<file path="config.mk">
export PLATFORM = sky130hd
export DESIGN_NAME = ecfg_loader
export DESIGN_NICKNAME = d
export VERILOG_FILES = /design/src/include/ecfg_pkg.sv /design/src/logic/ecfg_loader.sv
export VERILOG_INCLUDE_DIRS = /design/src /design/src/include
export SDC_FILE = /design/constraint.sdc
export NUM_CORES = 1
export LEC_CHECK = 0
export ABC_CLOCK_PERIOD_IN_PS = 39100
export BUFFER_PORTS_ARGS = -buffer_cell sky130_fd_sc_hd__buf_4
export CORE_MARGIN = 8
export CORE_UTILIZATION = 45
export CTS_BUF_LIST = sky130_fd_sc_hd__clkbuf_8
export DETAILED_ROUTE_END_ITERATION = 6
export GPL_TIMING_DRIVEN = 0
export PLACE_DENSITY = 0.65
export SLEW_MARGIN = 10
export SYNTH_ARGS = -nofsm -noshare
export SYNTH_HDL_FRONTEND = slang
export SYNTH_SLANG_ARGS = --single-unit
</file>
<file path="constraint.sdc">
create_clock -name CLK_I -period 39.1 [get_ports CLK_I]
set_input_delay 1.955 -clock CLK_I [delete_from_list [all_inputs] [get_ports CLK_I]]
set_output_delay 1.955 -clock CLK_I [all_outputs]
set_load 0.01 [all_outputs]
</file>
<file path="src/include/ecfg_cfg.svh">
// constants of the configuration loader and wake output generator
// assumes a byte-wide memory with one-cycle read latency
// Notes on behaviour
// - with wake enabled, pin and filter events assert the wake output; packet, dest match, link change only with flag bits 1, 0, 2 set
// - wake disabled means no wake output; mode, length, polarity ignored
// - mode bit 6 picks a sustained level (0) or a single pulse (1)
// - length bit 5 picks 1.5 ms (0) or 150 ms (1) pulse
// - pulse timed from first event; later events never stretch or restart it
// - polarity bit 4: 0 active low, 1 active high, both modes
// - device descriptor length/offset pairs read at 35h..3Ch, length first
// - interface string offset 2Eh, object store length 2Fh, offset 30h
// - filter 0 image length at 3Dh, offset 3Eh, length must be 20
// - first four image bytes to filter config, next sixteen to byte mask
// - test bus length at 41h, offset 42h, length must be 4
// - software descriptor length 46h, offset 47h, GPIO 48h-4Fh, LEDs 58h-59h
// - bit 3 picks open-drain (0) or push-pull (1); ignored when disabled
`ifndef ECFG_CFG_SVH
`define ECFG_CFG_SVH
`define ECFG_FLAGS_ADDR   9'h009
`define ECFG_TBL_BASE     9'h02E
`define ECFG_TBL_N        44
`define ECFG_TBL_LAST     6'h2B
`define ECFG_OFF_WUF_LEN  9'h03D
`define ECFG_OFF_WUF_PTR  9'h03E
`define ECFG_OFF_TB_LEN   9'h041
`define ECFG_OFF_TB_PTR   9'h042
`define ECFG_WUF_LEN      8'h14
`define ECFG_WUF_LAST     6'h13
`define ECFG_TB_LEN       8'h04
`define ECFG_TB_LAST      6'h03
`define ECFG_B_EN         7
`define ECFG_B_MODE       6
`define ECFG_B_LEN        5
`define ECFG_B_POL        4
`define ECFG_B_DRV        3
`define ECFG_B_LINK       2
`define ECFG_B_PKT        1
`define ECFG_B_DA         0
`define ECFG_CLK_NS       50
`define ECFG_SHORT_NS     1500000
`define ECFG_LONG_NS      150000000
`define ECFG_R_CTRL       4'h0
`define ECFG_R_STATUS     4'h1
`define ECFG_R_IST        4'h2
`define ECFG_R_IMSK       4'h3
`define ECFG_R_FLAGS      4'h4
`define ECFG_R_FCFG       4'h5
`define ECFG_R_FMSK0      4'h6
`define ECFG_R_FMSK3      4'h9
`define ECFG_R_TBUS       4'hA
`define ECFG_R_TSEL       4'hB
`define ECFG_R_TDATA      4'hC
`define ECFG_C_LOAD       0
`define ECFG_C_WCLR       1
`define ECFG_I_DONE       0
`define ECFG_I_LERR       1
`define ECFG_I_WAKE       2
`endif

</file>
<file path="src/include/ecfg_pkg.sv">
// types of the configuration loader
// no assumptions beyond the constants header
`default_nettype none
package ecfg_pkg;
  typedef enum logic [2:0] {
    ECFG_S_IDLE = 3'b000,
    ECFG_S_RD   = 3'b001,
    ECFG_S_CAP  = 3'b010,
    ECFG_S_FILT = 3'b011,
    ECFG_S_TB   = 3'b100,
    ECFG_S_DONE = 3'b101
  } ecfg_state_t;
  typedef enum logic [1:0] {
    ECFG_P_FLAGS = 2'b00,
    ECFG_P_TBL   = 2'b01,
    ECFG_P_FILT  = 2'b10,
    ECFG_P_TB    = 2'b11
  } ecfg_phase_t;
endpackage
`default_nettype wire

</file>
<file path="src/logic/ecfg_loader.sv">
// configuration memory loader with wake output generator
// memory data valid the cycle after MEM_RD_O; events synchronous to CLK_I
//
// Implementation choices: the strobed register port and the address map.
`timescale 1ns/1ps
`default_nettype none
`include "ecfg_cfg.svh"
module ecfg_loader
  import ecfg_pkg::*;
#(
  parameter int AW        = 9,
  parameter int CW        = 22,
  parameter int SHORT_CYC = `ECFG_SHORT_NS / `ECFG_CLK_NS,
  parameter int LONG_CYC  = `ECFG_LONG_NS / `ECFG_CLK_NS
)(
  input  wire logic          CLK_I,
  input  wire logic          RESET_I,
  output logic [AW-1:0]      MEM_ADDR_O,
  output logic               MEM_RD_O,
  input  wire logic [7:0]    MEM_DATA_I,
  input  wire logic [3:0]    REG_ADDR_I,
  input  wire logic [31:0]   REG_WDATA_I,
  input  wire logic          REG_WR_I,
  input  wire logic          REG_RD_I,
  output logic [31:0]        REG_RDATA_O,
  input  wire logic          WAKE_PIN_EVT_I,
  input  wire logic          PACKET_EVT_I,
  input  wire logic          WAKE_FILTER_EVT_I,
  input  wire logic          DEST_ADDR_MATCH_I,
  input  wire logic          LINK_CHANGE_EVT_I,
  output logic               WAKE_OUT_O,
  output logic               WAKE_OUT_OE_O,
  output logic [31:0]        FILT_CFG_O,
  output logic [127:0]       FILT_MASK_O,
  output logic [31:0]        TEST_BUS_O,
  output logic               LOAD_DONE_O,
  output logic               IRQ_O
);
  localparam logic [CW-1:0] SHORT_LD = CW'(SHORT_CYC - 1);
  localparam logic [CW-1:0] LONG_LD  = CW'(LONG_CYC - 1);

  typedef struct packed {
    ecfg_state_t             st;
    ecfg_phase_t             ph;
    logic [AW-1:0]           addr;
    logic [5:0]              cnt;
    logic                    pend;
    logic [7:0]              flags;
    logic [`ECFG_TBL_N-1:0][7:0] tbl;
    logic [19:0][7:0]        fimg;
    logic [3:0][7:0]         tbus;
    logic [5:0]              tsel;
    logic                    done;
    logic                    lerr;
    logic [2:0]              ist;
    logic [2:0]              imsk;
    logic                    on;
    logic [CW-1:0]           pcnt;
    logic [31:0]             rdata;
  } ecfg_regs_t;

  ecfg_regs_t r_reg;
  ecfg_regs_t r_next;
  logic       en;
  logic       pulse;
  logic       evt;
  logic       wr_ctrl;
  logic       out_lvl;

  // table byte at an absolute memory offset
  function automatic logic [7:0] tbl_at(input logic [`ECFG_TBL_N-1:0][7:0] t,
                                        input logic [AW-1:0] off);
    logic [AW-1:0] i;
    i = off - `ECFG_TBL_BASE;
    return t[i];
  endfunction

  function automatic logic [31:0] fword(input logic [19:0][7:0] f, input int b);
    return {f[b+3], f[b+2], f[b+1], f[b]};
  endfunction

  assign en      = r_reg.flags[`ECFG_B_EN];
  assign pulse   = r_reg.flags[`ECFG_B_MODE];
  assign wr_ctrl = REG_WR_I && (REG_ADDR_I == `ECFG_R_CTRL);
  assign evt     = en && (WAKE_PIN_EVT_I || WAKE_FILTER_EVT_I
                   || (PACKET_EVT_I && r_reg.flags[`ECFG_B_PKT])
                   || (DEST_ADDR_MATCH_I && r_reg.flags[`ECFG_B_DA])
                   || (LINK_CHANGE_EVT_I && r_reg.flags[`ECFG_B_LINK]));

  always_comb
  begin
    r_next = r_reg;
    r_next.rdata = 32'h0000_0000;
    // register writes; clears come before hardware sets
    if (REG_WR_I)
    begin
      unique case (REG_ADDR_I)
        `ECFG_R_CTRL:  r_next.pend = r_reg.pend | REG_WDATA_I[`ECFG_C_LOAD];
        `ECFG_R_IST:   r_next.ist = r_reg.ist & ~REG_WDATA_I[2:0];
        `ECFG_R_IMSK:  r_next.imsk = REG_WDATA_I[2:0];
        `ECFG_R_FLAGS: r_next.flags = REG_WDATA_I[7:0];
        `ECFG_R_TSEL:  r_next.tsel = REG_WDATA_I[5:0];
        default:       r_next.pend = r_reg.pend;
      endcase
    end
    if (REG_RD_I)
    begin
      if (REG_ADDR_I >= `ECFG_R_FMSK0 && REG_ADDR_I <= `ECFG_R_FMSK3)
        r_next.rdata = fword(r_reg.fimg, 4 + 4 * int'(REG_ADDR_I - `ECFG_R_FMSK0));
      else
      begin
        unique case (REG_ADDR_I)
          `ECFG_R_CTRL:   r_next.rdata = {31'h0000_0000, r_reg.pend};
          `ECFG_R_STATUS: r_next.rdata = {28'h000_0000, r_reg.on, r_reg.lerr,
                                          r_reg.st != ECFG_S_IDLE, r_reg.done};
          `ECFG_R_IST:    r_next.rdata = {29'h0000_0000, r_reg.ist};
          `ECFG_R_IMSK:   r_next.rdata = {29'h0000_0000, r_reg.imsk};
          `ECFG_R_FLAGS:  r_next.rdata = {24'h00_0000, r_reg.flags};
          `ECFG_R_FCFG:   r_next.rdata = fword(r_reg.fimg, 0);
          `ECFG_R_TBUS:   r_next.rdata = r_reg.tbus;
          `ECFG_R_TSEL:   r_next.rdata = {26'h000_0000, r_reg.tsel};
          `ECFG_R_TDATA:  r_next.rdata = {24'h00_0000, r_reg.tbl[r_reg.tsel]};
          default:        r_next.rdata = 32'h0000_0000;
        endcase
      end
    end
    // loader sequence
    unique case (r_reg.st)
      ECFG_S_IDLE:
        if (r_reg.pend)
        begin
          r_next.pend = 1'b0;
          r_next.done = 1'b0;
          r_next.lerr = 1'b0;
          r_next.ph   = ECFG_P_FLAGS;
          r_next.addr = AW'(`ECFG_FLAGS_ADDR);
          r_next.st   = ECFG_S_RD;
        end
      ECFG_S_RD:
        r_next.st = ECFG_S_CAP;
      ECFG_S_CAP:
      begin
        r_next.addr = r_reg.addr + AW'(1);
        r_next.cnt  = r_reg.cnt + 6'h01;
        r_next.st   = ECFG_S_RD;
        unique case (r_reg.ph)
          ECFG_P_FLAGS:
          begin
            r_next.flags = MEM_DATA_I;
            r_next.ph    = ECFG_P_TBL;
            r_next.addr  = AW'(`ECFG_TBL_BASE);
            r_next.cnt   = 6'h00;
          end
          ECFG_P_TBL:
          begin
            r_next.tbl[r_reg.cnt] = MEM_DATA_I;
            if (r_reg.cnt == `ECFG_TBL_LAST)
              r_next.st = ECFG_S_FILT;
          end
          ECFG_P_FILT:
          begin
            r_next.fimg[r_reg.cnt[4:0]] = MEM_DATA_I;
            if (r_reg.cnt == `ECFG_WUF_LAST)
              r_next.st = ECFG_S_TB;
          end
          ECFG_P_TB:
          begin
            r_next.tbus[r_reg.cnt[1:0]] = MEM_DATA_I;
            if (r_reg.cnt == `ECFG_TB_LAST)
              r_next.st = ECFG_S_DONE;
          end
        endcase
      end
      ECFG_S_FILT:
      begin
        r_next.cnt = 6'h00;
        r_next.st  = ECFG_S_TB;
        if (tbl_at(r_reg.tbl, `ECFG_OFF_WUF_LEN) == `ECFG_WUF_LEN)
        begin
          r_next.ph   = ECFG_P_FILT;
          r_next.addr = AW'({tbl_at(r_reg.tbl, `ECFG_OFF_WUF_PTR), 1'b0});
          r_next.st   = ECFG_S_RD;
        end
        else if (tbl_at(r_reg.tbl, `ECFG_OFF_WUF_LEN) != 8'h00)
          r_next.lerr = 1'b1;
      end
      ECFG_S_TB:
      begin
        r_next.cnt = 6'h00;
        r_next.st  = ECFG_S_DONE;
        if (tbl_at(r_reg.tbl, `ECFG_OFF_TB_LEN) == `ECFG_TB_LEN)
        begin
          r_next.ph   = ECFG_P_TB;
          r_next.addr = AW'({tbl_at(r_reg.tbl, `ECFG_OFF_TB_PTR), 1'b0});
          r_next.st   = ECFG_S_RD;
        end
        else if (tbl_at(r_reg.tbl, `ECFG_OFF_TB_LEN) != 8'h00)
          r_next.lerr = 1'b1;
      end
      ECFG_S_DONE:
      begin
        r_next.done = 1'b1;
        r_next.st   = ECFG_S_IDLE;
        r_next.ist[`ECFG_I_DONE] = 1'b1;
        r_next.ist[`ECFG_I_LERR] = r_next.ist[`ECFG_I_LERR] | r_reg.lerr;
      end
      default:
        r_next.st = ECFG_S_IDLE;
    endcase
    // wake output generator
    if (!r_next.flags[`ECFG_B_EN])
      r_next.on = 1'b0;
    else if (r_reg.on)
    begin
      if (pulse)
      begin
        if (r_reg.pcnt == {CW{1'b0}})
          r_next.on = 1'b0;
        else
          r_next.pcnt = r_reg.pcnt - CW'(1);
      end
      else if (wr_ctrl && REG_WDATA_I[`ECFG_C_WCLR])
        r_next.on = evt;
    end
    else if (evt)
    begin
      r_next.on   = 1'b1;
      r_next.pcnt = r_reg.flags[`ECFG_B_LEN] ? LONG_LD : SHORT_LD;
      r_next.ist[`ECFG_I_WAKE] = 1'b1;
    end
  end

  always_ff @(posedge CLK_I or posedge RESET_I)
  begin
    if (RESET_I)
    begin
      r_reg      <= '0;
      r_reg.st   <= ECFG_S_IDLE;
      r_reg.ph   <= ECFG_P_FLAGS;
      r_reg.pend <= 1'b1;
    end
    else
      r_reg <= r_next;
  end

  assign out_lvl       = r_reg.on ? r_reg.flags[`ECFG_B_POL]
                                  : ~r_reg.flags[`ECFG_B_POL];
  assign WAKE_OUT_OE_O = en && (r_reg.flags[`ECFG_B_DRV] || !out_lvl);
  assign WAKE_OUT_O    = en && out_lvl && r_reg.flags[`ECFG_B_DRV];
  assign MEM_ADDR_O    = r_reg.addr;
  assign MEM_RD_O      = r_reg.st == ECFG_S_RD;
  assign REG_RDATA_O   = r_reg.rdata;
  assign FILT_CFG_O    = fword(r_reg.fimg, 0);
  assign FILT_MASK_O   = {fword(r_reg.fimg, 16), fword(r_reg.fimg, 12),
                          fword(r_reg.fimg, 8), fword(r_reg.fimg, 4)};
  assign TEST_BUS_O    = r_reg.tbus;
  assign LOAD_DONE_O   = r_reg.done;
  assign IRQ_O         = |(r_reg.ist & r_reg.imsk);
endmodule
`default_nettype wire

</file>
==> flow_summary.json <==
{
  "min_path_type": "flip-flop to flip-flop",
  "drc": 0,
  "rsz0062_at_grt": "false",
  "busiest_layer": "met2",
  "die_x_um": 283,
  "drv_slew": 0,
  "register_area_um2": 16100,
  "synth_edf_count": 0,
  "rr_endpoint": "REG_RDATA_O[6]",
  "place.gp.congestion": 0.938,
  "ys_top_cells_by_area": "dfrtp_1, mux2_2, mux4_2",
  "overflow": 0,
  "setup_violations": 0,
  "worst_slew_pin_slew_ns": 1.40,
  "cts_hold_repair.buffers": 0,
  "relSlewSlack_pct": 6.05,
  "max_freq_mhz": 175,
  "async_flop_share_pct": 100,
  "die_area_um2": 80000,
  "drtIter0Drc": 2520,
  "multi_input_area_um2": 13400,
  "fin_skew_ns": 0.0546,
  "dp_hpwl_um": 81600,
  "n_fill_cell": 6108,
  "grt_use_met1_pct": 37.0,
  "fin_ws_ns": 33.37,
  "wl_um": 112000,
  "dr.pass1.iters": 5,
  "yosysUniqueCellTypes": 84,
  "tritoncts": "built",
  "crit_type": "input pin to flip-flop",
  "synthFlopType": "dfrtp_1",
  "syn_nets": 2505,
  "numClockSinks": 642,
  "coreArea_um2": 71000,
  "grt_first_pass_wirelength_um": 162000,
  "netlist_instances": 2441,
  "dp_slack_ns": 32.77,
  "cp_max_fo": 10,
  "drive_gt1_share_pct": 48.2,
  "rrSetupSlack_ns": 35.36,
  "cts_buffers": 107,
  "required_ns": 39.69,
  "cts_setup_buffers": 0,
  "clkTransAtPathRegs_ns": 0.06,
  "start_util_pct": 45.1,
  "yosysWarningCount": 0,
  "antenna_left": 0,
  "worst_ep_arrival_time_ns": 6.32,
  "syn_area_um2": 32000,
  "period_share_pct": 14.6,
  "reg2reg_depth": 7,
  "clk_path_buf_depth": 3,
  "fin_crit_ns": 5.73,
  "ys_seq_area_share_pct": 50.1,
  "drv_cap": 0,
  "ys_ff_latch": 642,
  "min_path_cells": 1,
  "syn_to_final_growth_pct": 17.2,
  "power_density_nw_per_um2": 45.2,
  "gr-usage-met3_pct": 6.12,
  "syn_avg_cell_area_um2": 13.1,
  "post-synth-top-count-cell": "dfrtp_1",
  "io_pins": 291,
  "cts-resized-gates": 0,
  "vias": 23400,
  "dieHeight_um": 283,
  "fin_cells": 3855,
  "ir_worst_vdd_mv": 0.0309,
  "yosys.area.top_type": "dfrtp_1",
  "port_buffers": 258,
  "power.leakage_uw": 0.0165,
  "critPathLaunchType": "input pin",
  "final_util_pct": 52.9,
  "r2r-start": "r_reg[64]",
  "grt_pass1_vias": 23500,
  "wl_per_cell_um": 29.1,
  "placed_cells": 3654,
  "antenna_found_initial": 3,
  "total_power_uw": 1700,
  "cts_max_level": 3,
  "worstSkewPairLatency_ns": 0.74,
  "ys_top_cells_by_count": "dfrtp_1, mux2_2, buf_4",
  "crit_path_end_kind": "flip-flop",
  "grt_max_degree": 127,
  "post_drt_via_cell_ratio": 6.07,
  "root_buffer": "clkbuf_8",
  "fin_setup_tns_ns": 0,
  "outcome": "completed",
  "nNetsFinal": 2877,
  "num_rows": 98,
  "synth_top_area_share_pct": 50.0,
  "globalRouteMet2Util_pct": 43.3,
  "grt.total_usage_pct": 27.7,
  "hold_viol_final": 0
}
[through the flow]
step                cell area (µm²)  hold slack (ns)
global placement              35200            0.463
finish                        37500            0.497
CTS                           37500            0.495
global route                  37500            0.508
floorplan                     32000            0.453
detailed placement            35300            0.481
[area by class of cell]
type,count,area share [%]
inverters,20,0.220
diodes,3,0.0200
repair buffers,263,5.53
clock inverters,64,1.00
well taps,950,3.17
clock buffers,134,4.91
flip-flops and latches,642,42.8
multi-input cells,1375,35.7
plain buffers,404,6.65
[kinds of logic (layout without fill, tap and decap cells)]
family	Yosys count	in the layout	synth area share, %
xor+xnor	7	7	0.191
simple gates	397	397	6.67
fa+ha+maj	11	11	0.429
mux	709	709	28.8
compound gates	251	251	5.75
other cells	0	3	0
buf+inv	424	885	8.02
flops	642	642	50.1
[critical path: stages]
cell and delay, ns:
buf_4 0.11, buf_2 0.24, buf_1 0.83, inv_1 0.19
ha_1 0.26, buf_2 0.19, nor2_1 0.19, o22a_1 0.16
clkbuf_1 0.49, clkbuf_1 0.70, nand2_1 0.26, nor4_1 0.58
nor3b_1 0.16
[worst max path at each step]
| stage | start | end | slack, ns |
|---|---|---|---|
| 4_1_cts | REG_ADDR_I[0] | REG_RDATA_O[5] | 33.56 |
| 3_5_place_dp | REG_ADDR_I[0] | REG_RDATA_O[5] | 32.77 |
| 6_report | REG_ADDR_I[0] | REG_RDATA_O[5] | 33.37 |
| 3_3_place_gp | RESET_I | REG_RDATA_O[2] | 12.95 |
| 2_1_floorplan | RESET_I | LOAD_DONE_O | 19.16 |
| 5_1_grt | REG_ADDR_I[0] | REG_RDATA_O[5] | 33.24 |
[report_power, final]
| part | leakage (µW) | switching (µW) | internal (µW) |
|---|---|---|---|
| registers | 0.00772 | 40.1 | 707 |
| logic | 0.00743 | 189 | 145 |
| clock network | 0.00131 | 285 | 329 |
[placed cells by master (no fill, tap or decap), types with 8 or more instances in the layout]
| cell type | instances |
|---|---|
| a31oi_1 | 25 |
| and2_1 | 8 |
| clkinv_2 | 11 |
| clkbuf_8 | 134 |
| nor3b_1 | 29 |
| and3_1 | 9 |
| buf_1 | 8 |
| inv_1 | 62 |
| o211ai_1 | 8 |
| o21ai_0 | 39 |
| mux4_2 | 115 |
| buf_4 | 503 |
| nor2b_1 | 11 |
| nor3_1 | 19 |
| mux2_2 | 554 |
| nor4_1 | 8 |
| nor2_1 | 67 |
| a221o_1 | 17 |
| mux2i_1 | 39 |
| nand3_1 | 34 |
| nand2_1 | 134 |
| dfrtp_1 | 641 |
| buf_2 | 30 |
| clkbuf_1 | 118 |
| nand2b_1 | 10 |
| a22oi_1 | 21 |
| a221oi_1 | 54 |
| ha_1 | 11 |
| a21oi_1 | 24 |
| nand4_1 | 15 |
[metal layers]
metal  share of wire [%]  wire, µm  up-vias
met5                   0         0        -
met4                 4.7      5240        0
met3                 8.2      9250      268
met2                  46     52100     1193
met1                  41     45700    12400
li1                    -         -     9545
Note: power is estimated with default switching activity, not from simulation.
